<file path="config.mk">
export PLATFORM = sky130hd
export DESIGN_NAME = lsq_sequencer
export DESIGN_NICKNAME = d
export VERILOG_FILES = /design/src/lsq_pkg.sv /design/src/lsq_sequencer.sv
export SDC_FILE = /design/constraint.sdc
export NUM_CORES = 1
export LEC_CHECK = 0
export BUFFER_PORTS_ARGS = -buffer_cell sky130_fd_sc_hd__buf_2
export CORE_ASPECT_RATIO = 1.25
export CORE_MARGIN = 5
export CORE_UTILIZATION = 35
export DETAILED_ROUTE_END_ITERATION = 8
export RECOVER_POWER = 100
export SYNTH_ARGS = -nofsm -noshare
export SYNTH_HDL_FRONTEND = slang
export SYNTH_SLANG_ARGS = --single-unit
</file>
<file path="constraint.sdc">
create_clock -name clk -period 4.1 [get_ports clk]
set_clock_uncertainty 0.05 [all_clocks]
set_input_delay 0.82 -clock clk [delete_from_list [all_inputs] [get_ports clk]]
set_output_delay 0.82 -clock clk [all_outputs]
set_load 0.02 [all_outputs]
</file>
<file path="src/lsq_pkg.sv">
// Package for the LED start-up configuration sequencer.
// Assumes a 250 MHz clock and resistance values from an outside converter in ohms.
package lsq_pkg;
   // Clock period in ns
   localparam int CLK_NS = 4;
   // Settle time between switch changes, ns
   localparam int SW_SETTLE_NS = 2000;
   localparam int SW_SETTLE_CYC = (SW_SETTLE_NS + CLK_NS - 1) / CLK_NS;
   // Measurement settle time per pin, ns
   localparam int MEAS_SETTLE_NS = 10000;
   localparam int MEAS_SETTLE_CYC = (MEAS_SETTLE_NS + CLK_NS - 1) / CLK_NS;
   localparam int CNT_W = 12;

   // Resistance width, ohms
   localparam int RES_W = 16;
   // PF ranges, ohms; gap boundaries at midpoints between ranges
   localparam logic [15:0] PF1_MAX = 16'h0370; // 880
   localparam logic [15:0] PF2_MIN = 16'h0550; // 1360
   localparam logic [15:0] PF2_MAX = 16'h0BB8; // 3000
   localparam logic [15:0] PF3_MIN = 16'h0F1E; // 3870
   localparam logic [15:0] PF3_MAX = 16'h15E0; // 5600
   localparam logic [15:0] PF4_MIN = 16'h1B26; // 6950
   // Thermal ranges, ohms
   localparam logic [15:0] TH1_MIN = 16'h0708; // 1800
   localparam logic [15:0] TH1_MAX = 16'h08CA; // 2250
   localparam logic [15:0] TH2_MIN = 16'h0B9A; // 2970
   localparam logic [15:0] TH2_MAX = 16'h0EC4; // 3780
   localparam logic [15:0] TH3_MIN = 16'h12AC; // 4780

   // Derating step in tenths of a percent
   localparam logic [7:0] STEP_L1 = 8'h32; // 5.0%
   localparam logic [7:0] STEP_L2 = 8'h4B; // 7.5%
   localparam logic [7:0] STEP_L3 = 8'h64; // 10%
   // Derating start temperature, deg C
   localparam logic [7:0] TSTART_L1 = 8'h64; // 100
   localparam logic [7:0] TSTART_L2 = 8'h6E; // 110
   localparam logic [7:0] TSTART_L3 = 8'h78; // 120

   // Sequencer states
   typedef enum logic [2:0] {
      ST_OFF   = 3'b000,
      ST_FOLLOW= 3'b001,
      ST_GAP   = 3'b010,
      ST_PF    = 3'b011,
      ST_THERM = 3'b100,
      ST_CHECK = 3'b101,
      ST_RUN   = 3'b110
   } lsq_state_t;

   // Configuration result carried to the power stage
   typedef struct packed {
      logic [1:0] pf_level;    // 0..3 means level 1..4
      logic [1:0] th_level;    // 0..2 means level 1..3
      logic [7:0] derate_step; // tenths of a percent
      logic [7:0] derate_temp; // deg C
   } lsq_cfg_t;

   // Switch and current-source controls toward the pins
   typedef struct packed {
      logic supply_follow_switch;
      logic current_source_switch;
      logic pf_src_en;
      logic fb_src_en;
      logic gate_hold_off;
   } lsq_pins_t;
endpackage

</file>
<file path="src/lsq_sequencer.sv">
// Start-up sequencer: supply lockout, start-up pin switching, PF and
// thermal configuration, initial thermal check, soft-start release.
// Assumes comparators and a resistance converter in the analog stage.
//
// Operation
// - Enable: open follow, wait, close source
// - Lockout: shut down, re-close follow, restart
// - Configure once per enable, before soft-start
// - Gate drive held off during PF
// - Source current on PF pin, measure
// - PF resistance decodes into four levels
// - Then source on feedback pin, measure
// - Divider resistance decodes into three levels
// - External variant: steps 5, 7.5, 10%
// - Internal variant: starts 100, 110, 120C
// - Thermal check gates soft-start release
// - Run: feedback pin becomes voltage sense
// - Enable above start threshold, off below lockout
// - Follow switch closes at about 1V
`timescale 1ns/1ns
`default_nettype none
module lsq_sequencer
   import lsq_pkg::*;
#(
   parameter int SETTLE_CYC = SW_SETTLE_CYC,
   parameter int MEAS_CYC   = MEAS_SETTLE_CYC
) (
   // Clock and reset
   input  wire logic             clk,
   input  wire logic             sys_rst,
   // Supply comparators (asynchronous)
   input  wire logic             vcc_above_1v,
   input  wire logic             vcc_above_start,
   input  wire logic             vcc_above_lockout,
   // Thermal inputs (asynchronous)
   input  wire logic             ext_variant,
   input  wire logic             tj_below_130,
   input  wire logic             multi_above_084,
   // Resistance measurement from converter
   input  wire logic [RES_W-1:0] meas_ohms,
   // Pin controls and results
   output lsq_pins_t             pins,
   output lsq_cfg_t              cfg,
   output logic                  enable,
   output logic                  softstart_go,
   output logic                  fb_voltage_sense
);
   // Three-stage synchronisers; change counts when stages 2 and 3 agree
   // Costs about four cycles of latency, far below the analog time scales
   logic [5:0] sy1_q, sy2_q, sy3_q, flt_q;
   wire  [5:0] raw = {multi_above_084, tj_below_130, ext_variant,
                      vcc_above_lockout, vcc_above_start, vcc_above_1v};
   wire  [5:0] agree = ~(sy2_q ^ sy3_q);
   genvar g;
   generate
      for (g = 0; g < 6; g++) begin : g_sync
         always_ff @(posedge clk) begin
            sy1_q[g] <= raw[g];
            sy2_q[g] <= sy1_q[g];
            sy3_q[g] <= sy2_q[g];
            if (sys_rst) begin
               flt_q[g] <= 1'b0;
            end else if (agree[g]) begin
               flt_q[g] <= sy3_q[g];
            end
         end
      end
   endgenerate
   wire v1v   = flt_q[0];
   wire vst   = flt_q[1];
   wire vlock = flt_q[2];
   wire extv  = flt_q[3];
   wire tjok  = flt_q[4];
   wire mlok  = flt_q[5];

   lsq_state_t state_q, state_d;
   logic [CNT_W-1:0] cnt_q, cnt_d;
   lsq_cfg_t cfg_q, cfg_d;

   wire [RES_W:0] pf_b12 = ({1'b0, PF1_MAX} + {1'b0, PF2_MIN}) >> 1;
   wire [RES_W:0] pf_b23 = ({1'b0, PF2_MAX} + {1'b0, PF3_MIN}) >> 1;
   wire [RES_W:0] pf_b34 = ({1'b0, PF3_MAX} + {1'b0, PF4_MIN}) >> 1;
   wire [RES_W:0] m17    = {1'b0, meas_ohms};
   wire [1:0] pf_lvl = (m17 <= pf_b12) ? 2'h0 :
                       (m17 <= pf_b23) ? 2'h1 :
                       (m17 <= pf_b34) ? 2'h2 : 2'h3;
   wire [RES_W:0] th_b12 = ({1'b0, TH1_MAX} + {1'b0, TH2_MIN}) >> 1;
   wire [RES_W:0] th_b23 = ({1'b0, TH2_MAX} + {1'b0, TH3_MIN}) >> 1;
   wire [1:0] th_lvl = (m17 <= th_b12) ? 2'h0 :
                       (m17 <= th_b23) ? 2'h1 : 2'h2;
   wire [7:0] step_sel = (th_lvl == 2'h0) ? STEP_L1 :
                         (th_lvl == 2'h1) ? STEP_L2 : STEP_L3;
   wire [7:0] temp_sel = (th_lvl == 2'h0) ? TSTART_L1 :
                         (th_lvl == 2'h1) ? TSTART_L2 : TSTART_L3;
   wire therm_ok = extv ? mlok : tjok;
   // Counter parks at zero; each window loads its own length
   wire cnt_done = (cnt_q == '0);

   // Sequencer next state
   always_comb begin
      state_d = state_q;
      cnt_d   = cnt_done ? cnt_q : cnt_q - 1'b1;
      cfg_d   = cfg_q;
      unique case (state_q)
         ST_OFF: begin
            if (v1v) begin
               state_d = ST_FOLLOW;
            end
         end
         ST_FOLLOW: begin
            // Below 1V the follow switch opens again
            // Start threshold reached, lockout comparator too
            if (!v1v) begin
               state_d = ST_OFF;
            end else if (vst && vlock) begin
               state_d = ST_GAP;
               cnt_d   = CNT_W'(SETTLE_CYC);
            end
         end
         ST_GAP: begin
            if (cnt_done) begin
               state_d = ST_PF;
               cnt_d   = CNT_W'(MEAS_CYC);
            end
         end
         ST_PF: begin
            // Sample PF resistance
            // Reading taken on the last cycle of the window, once settled
            if (cnt_done) begin
               cfg_d.pf_level = pf_lvl;
               state_d = ST_THERM;
               cnt_d   = CNT_W'(MEAS_CYC);
            end
         end
         ST_THERM: begin
            if (cnt_done) begin
               cfg_d.th_level    = th_lvl;
               cfg_d.derate_step = step_sel;
               cfg_d.derate_temp = temp_sel;
               state_d = ST_CHECK;
            end
         end
         ST_CHECK: begin
            // Release when cool
            // Waits as long as it takes while hot; no timeout here
            if (therm_ok) begin
               state_d = ST_RUN;
            end
         end
         ST_RUN: begin
            state_d = ST_RUN;
         end
         default: state_d = ST_OFF;
      endcase
      // Lockout overrides all
      // Old config is kept but rewritten in full on the next start-up
      if (state_q != ST_OFF && state_q != ST_FOLLOW && !vlock) begin
         state_d = v1v ? ST_FOLLOW : ST_OFF;
      end
   end

   // State registers
   always_ff @(posedge clk) begin
      if (sys_rst) begin
         state_q <= ST_OFF;
         cnt_q   <= '0;
         cfg_q   <= '0;
      end else begin
         state_q <= state_d;
         cnt_q   <= cnt_d;
         cfg_q   <= cfg_d;
      end
   end

   // Pin controls registered from next state, glitch free
   lsq_pins_t pins_q;
   logic en_q, ss_q, fbv_q;
   wire in_cfg = (state_d == ST_PF) || (state_d == ST_THERM);
   always_ff @(posedge clk) begin
      if (sys_rst) begin
         pins_q <= '0;
         en_q   <= 1'b0;
         ss_q   <= 1'b0;
         fbv_q  <= 1'b0;
      end else begin
         pins_q.supply_follow_switch  <= (state_d == ST_FOLLOW);
         // Source stays on through run so the start-up device stays cut off
         pins_q.current_source_switch <= (state_d != ST_OFF) && (state_d != ST_FOLLOW)
                                         && (state_d != ST_GAP);
         pins_q.pf_src_en <= (state_d == ST_PF);
         pins_q.fb_src_en <= (state_d == ST_THERM);
         pins_q.gate_hold_off <= (state_d != ST_RUN) || in_cfg;
         en_q  <= (state_d != ST_OFF) && (state_d != ST_FOLLOW);
         ss_q  <= (state_d == ST_RUN);
         fbv_q <= (state_d == ST_RUN);
      end
   end
   assign pins             = pins_q;
   assign cfg              = cfg_q;
   assign enable           = en_q;
   assign softstart_go     = ss_q;
   assign fb_voltage_sense = fbv_q;
endmodule
`default_nettype wire

</file>
==> results.json <==
{
  "globalRouteOverflowTotal": 0,
  "whs_endpoint": "sy2_q[5]",
  "placeableCoreArea_um2": 6520,
  "fp.dieW_um": 83.1,
  "synth_ff_type": "sky130_fd_sc_hd__dfxtp_1",
  "crit_path_end_kind": "register",
  "timing.hold.worst_path_depth": 0,
  "timing.final.setup_violations": 0,
  "crit_chain": "or4_1 -> nor4_4 -> inv_1 -> nor3_1 -> and3_1 -> nor4_1",
  "gpl.final_weighted_congestion": 0.811,
  "die_y_um": 101,
  "detailroute.via_count": 1944,
  "cp_data_required_time_ns": 4.18,
  "yosys_warnings": 0,
  "critPathMaxFanout": 12,
  "area_growth_syn_to_layout_pct": 11.1,
  "worst_slew_margin_rel_pct": 0.222,
  "worst_hold_startpoint": "sy1_q[5]",
  "clkSinkCount": 55,
  "holdCritPathClass": "reg2reg",
  "cts-root-buf": "sky130_fd_sc_hd__clkbuf_8",
  "rrSetupSlack_ns": 1.06,
  "regToRegStartpoint": "cnt_q[3]",
  "clock_pin_slew_of_the_registers_on_the_worst_case_setup_and_hold_paths_ns": 0.10,
  "comb_power_share_pct": 31.1,
  "cts_max_level": 2,
  "cts_made_buffers": 5,
  "totalNegativeSetupSlack_ns": 0,
  "first_pass_grt_wire_length_um": 8250,
  "swShare_pct": 35.0,
  "drive_above_1_share_pct": 12.0,
  "sequential_group_share_of_total_power_pct": 46.5,
  "detail-route-antenna-nets": 0,
  "ys_seq_elements": 55,
  "outcome": "finished with violations",
  "critical_path_buffers_and_inverters": 1,
  "static-leakage-power_uw": 0.000943,
  "most-common-layout-cells": "55 x sky130_fd_sc_hd__dfxtp_1, 27 x sky130_fd_sc_hd__clkbuf_1, 21 x sky130_fd_sc_hd__buf_2, 20 x sky130_fd_sc_hd__nor2_1",
  "utilization_pct": 39.9,
  "final-hold-violation-count": 0,
  "synth_async_sr_flop_share_pct": 0,
  "route.detailed.vias_per_inst": 5.14,
  "cp_top_family": "simple AND/OR/NAND/NOR gates",
  "drtIter0Drc": 143,
  "grtUsageTotal_pct": 11.6,
  "rows": 33,
  "synth-seq-area-share_pct": 47.1,
  "die_ar_um2": 8430,
  "drt_drc_violations_left": 0,
  "synth_enable_flop_cells": 0,
  "cap_violations": 1,
  "critPathLaunch": "cnt_q[3]",
  "cts-root-to-sink-buffers": 2,
  "clock.fmax_mhz": 329,
  "p_sw_uw": 498,
  "clock_power_share_pct": 22.4,
  "rsz0062_at_grt": "no",
  "dp.final_hpwl_um": 3580,
  "fillers": 702,
  "cellPowerDensity_nw_per_um2": 547,
  "n_diodes": 0,
  "length_in_cells_of_the_worst_reg_to_reg_path": 6,
  "finalCriticalPeriod_ns": 3.04,
  "commonest_non_fill_non_tap_cell_in_the_layout": "sky130_fd_sc_hd__dfxtp_1",
  "grt_max_degree": 33,
  "critical_path.max_stage_delay_ns": 0.65,
  "firstDrtPassIters": 5,
  "final_period_utilization_pct": 74.1,
  "critPathLaunchType": "register",
  "critical-path-slowest-cell": "sky130_fd_sc_hd__or4_1",
  "worstMarginPinSlew_ns": 1.50,
  "clock_insertion_delay_worst_skew_ns": 0.30,
  "io_buffer_count": 48,
  "netlist_area_before_placement_um2": 2340,
  "cts_tree": "yes",
  "finalPower_uw": 1420,
  "critPathKind": "reg2reg",
  "grt_antenna_before_repair": 0,
  "worst_r2r_endpoint": "cfg[16]",
  "mean_cell_area_of_the_mapped_netlist_um2": 9.14,
  "cellInternalPower_uw": 924,
  "arrival_ns": 3.12,
  "ios": 52,
  "syn-instance-count": 256,
  "finalNetCount": 316,
  "unique_cell_type_count_in_the_yosys_netlist": 55,
  "detail_route.wl_per_cell_um": 12.9,
  "route.final.wire_length_um": 4870,
  "postCtsResizedCells": 0,
  "first_global_vias": 1847,
  "timing_max_transition_violations_final": 0,
  "buffer_count_from_post_cts_setup_fixing": 0,
  "vdd_drop_max_uv": 337,
  "initial_utilization_pct": 35.9,
  "failed_checks": "max-capacitance violations",
  "holdWs_ns": 0.284,
  "postCtsHoldBufs": 0
}
## cell type report
cell class,count,area [um^2],share of cell area [%]
tap,87,109,4.19
sequential,55,1100,42.3
inverter,5,18.8,0.722
clock buffer,6,82.6,3.18
clock inverter,2,20.0,0.770
timing repair buffer,48,206,7.94
multi-input combinational,175,1060,40.9
## layer usage
| metal | track usage (%) | share of wire (%) | up-vias |
|---|---|---|---|
| li1 | - | - | 994 |
| met1 | 14.0 | 46 | 915 |
| met2 | 20.9 | 50 | 31 |
| met3 | 2.28 | 3.4 | 4 |
| met4 | 3.65 | 1.0 | 0 |
| met5 | 0 | 0 | - |
## stage by stage
| step | instances | cell area, um^2 | worst slack, ns |
|---|---|---|---|
| 2_1_floorplan | 258 | 2350 | 1.65 |
| 3_3_place_gp | 370 | 2550 | 1.44 |
| 3_5_place_dp | 370 | 2550 | 1.41 |
| 4_1_cts | 378 | 2660 | 1.40 |
| 5_1_grt | 378 | 2600 | 0.814 |
| 6_report | 378 | 2600 | 1.06 |
## worst max path at each step
stage          cells past startpoint  slack, ns  endpoint
4_1_cts                            6       1.40   cfg[16]
3_3_place_gp                       6       1.44   cfg[18]
5_1_grt                            6       0.81   cfg[13]
2_1_floorplan                      5       1.65   cfg[18]
3_5_place_dp                       6       1.41   cfg[18]
6_report                           6       1.06   cfg[16]
## Yosys cell counts (3+ instances only)
cell                       instances  share of area [%]
sky130_fd_sc_hd__nand2b_1          3               0.80
sky130_fd_sc_hd__o41ai_1           3                1.1
sky130_fd_sc_hd__clkbuf_1          5               0.80
sky130_fd_sc_hd__xnor2_1           3                1.1
sky130_fd_sc_hd__nor3_1           14                3.0
sky130_fd_sc_hd__or3_1             3               0.80
sky130_fd_sc_hd__nor2_1           20                3.2
sky130_fd_sc_hd__inv_1             3               0.48
sky130_fd_sc_hd__nand2_1          19                3.0
sky130_fd_sc_hd__nand3_1           7                1.5
sky130_fd_sc_hd__a21oi_1          19                4.1
sky130_fd_sc_hd__or4_1             5                1.6
sky130_fd_sc_hd__a31oi_1           6                1.6
sky130_fd_sc_hd__nand4_1           4                1.1
sky130_fd_sc_hd__buf_4            12                3.9
sky130_fd_sc_hd__buf_1             3               0.48
sky130_fd_sc_hd__nor4_1            8                2.1
sky130_fd_sc_hd__and3_1            3               0.80
sky130_fd_sc_hd__o21ai_0          15                3.2
sky130_fd_sc_hd__dfxtp_1          55                 47
sky130_fd_sc_hd__nor2b_1           4                1.1
## flip-flops by register name (all words and copies together), names as in the netlist, 3 cells and up
| signal | flops |
|---|---|
| state_q | 3 |
| cfg | 9 |
| sy2_q | 6 |
| cnt_q | 12 |
| sy1_q | 6 |
| pins | 5 |
| sy3_q | 6 |
## kinds of logic after synthesis
| logic type | Yosys count | share of synthesized area, % |
|---|---|---|
| adder cells (fa/ha/maj) | 2 | 1.07 |
| AO/OA/AOI/OAI | 65 | 19.3 |
| XOR/XNOR | 3 | 1.12 |
| buffers and inverters | 28 | 6.85 |
| multiplexers | 2 | 0.909 |
| AND/OR/NAND/NOR | 100 | 23.6 |
| other | 1 | 0.160 |
| flip-flops | 55 | 47.1 |
## power by group through the flow
stage	Clock [uW]	Combinational (uW)	Sequential (uW)
after floorplan	0	395	656
final	319	442	662
after global routing	352	501	671
after detailed placement	0	447	673
after CTS	331	450	661
after global placement	0	441	671
No activity file was read; power rests on OpenSTA's default activity.
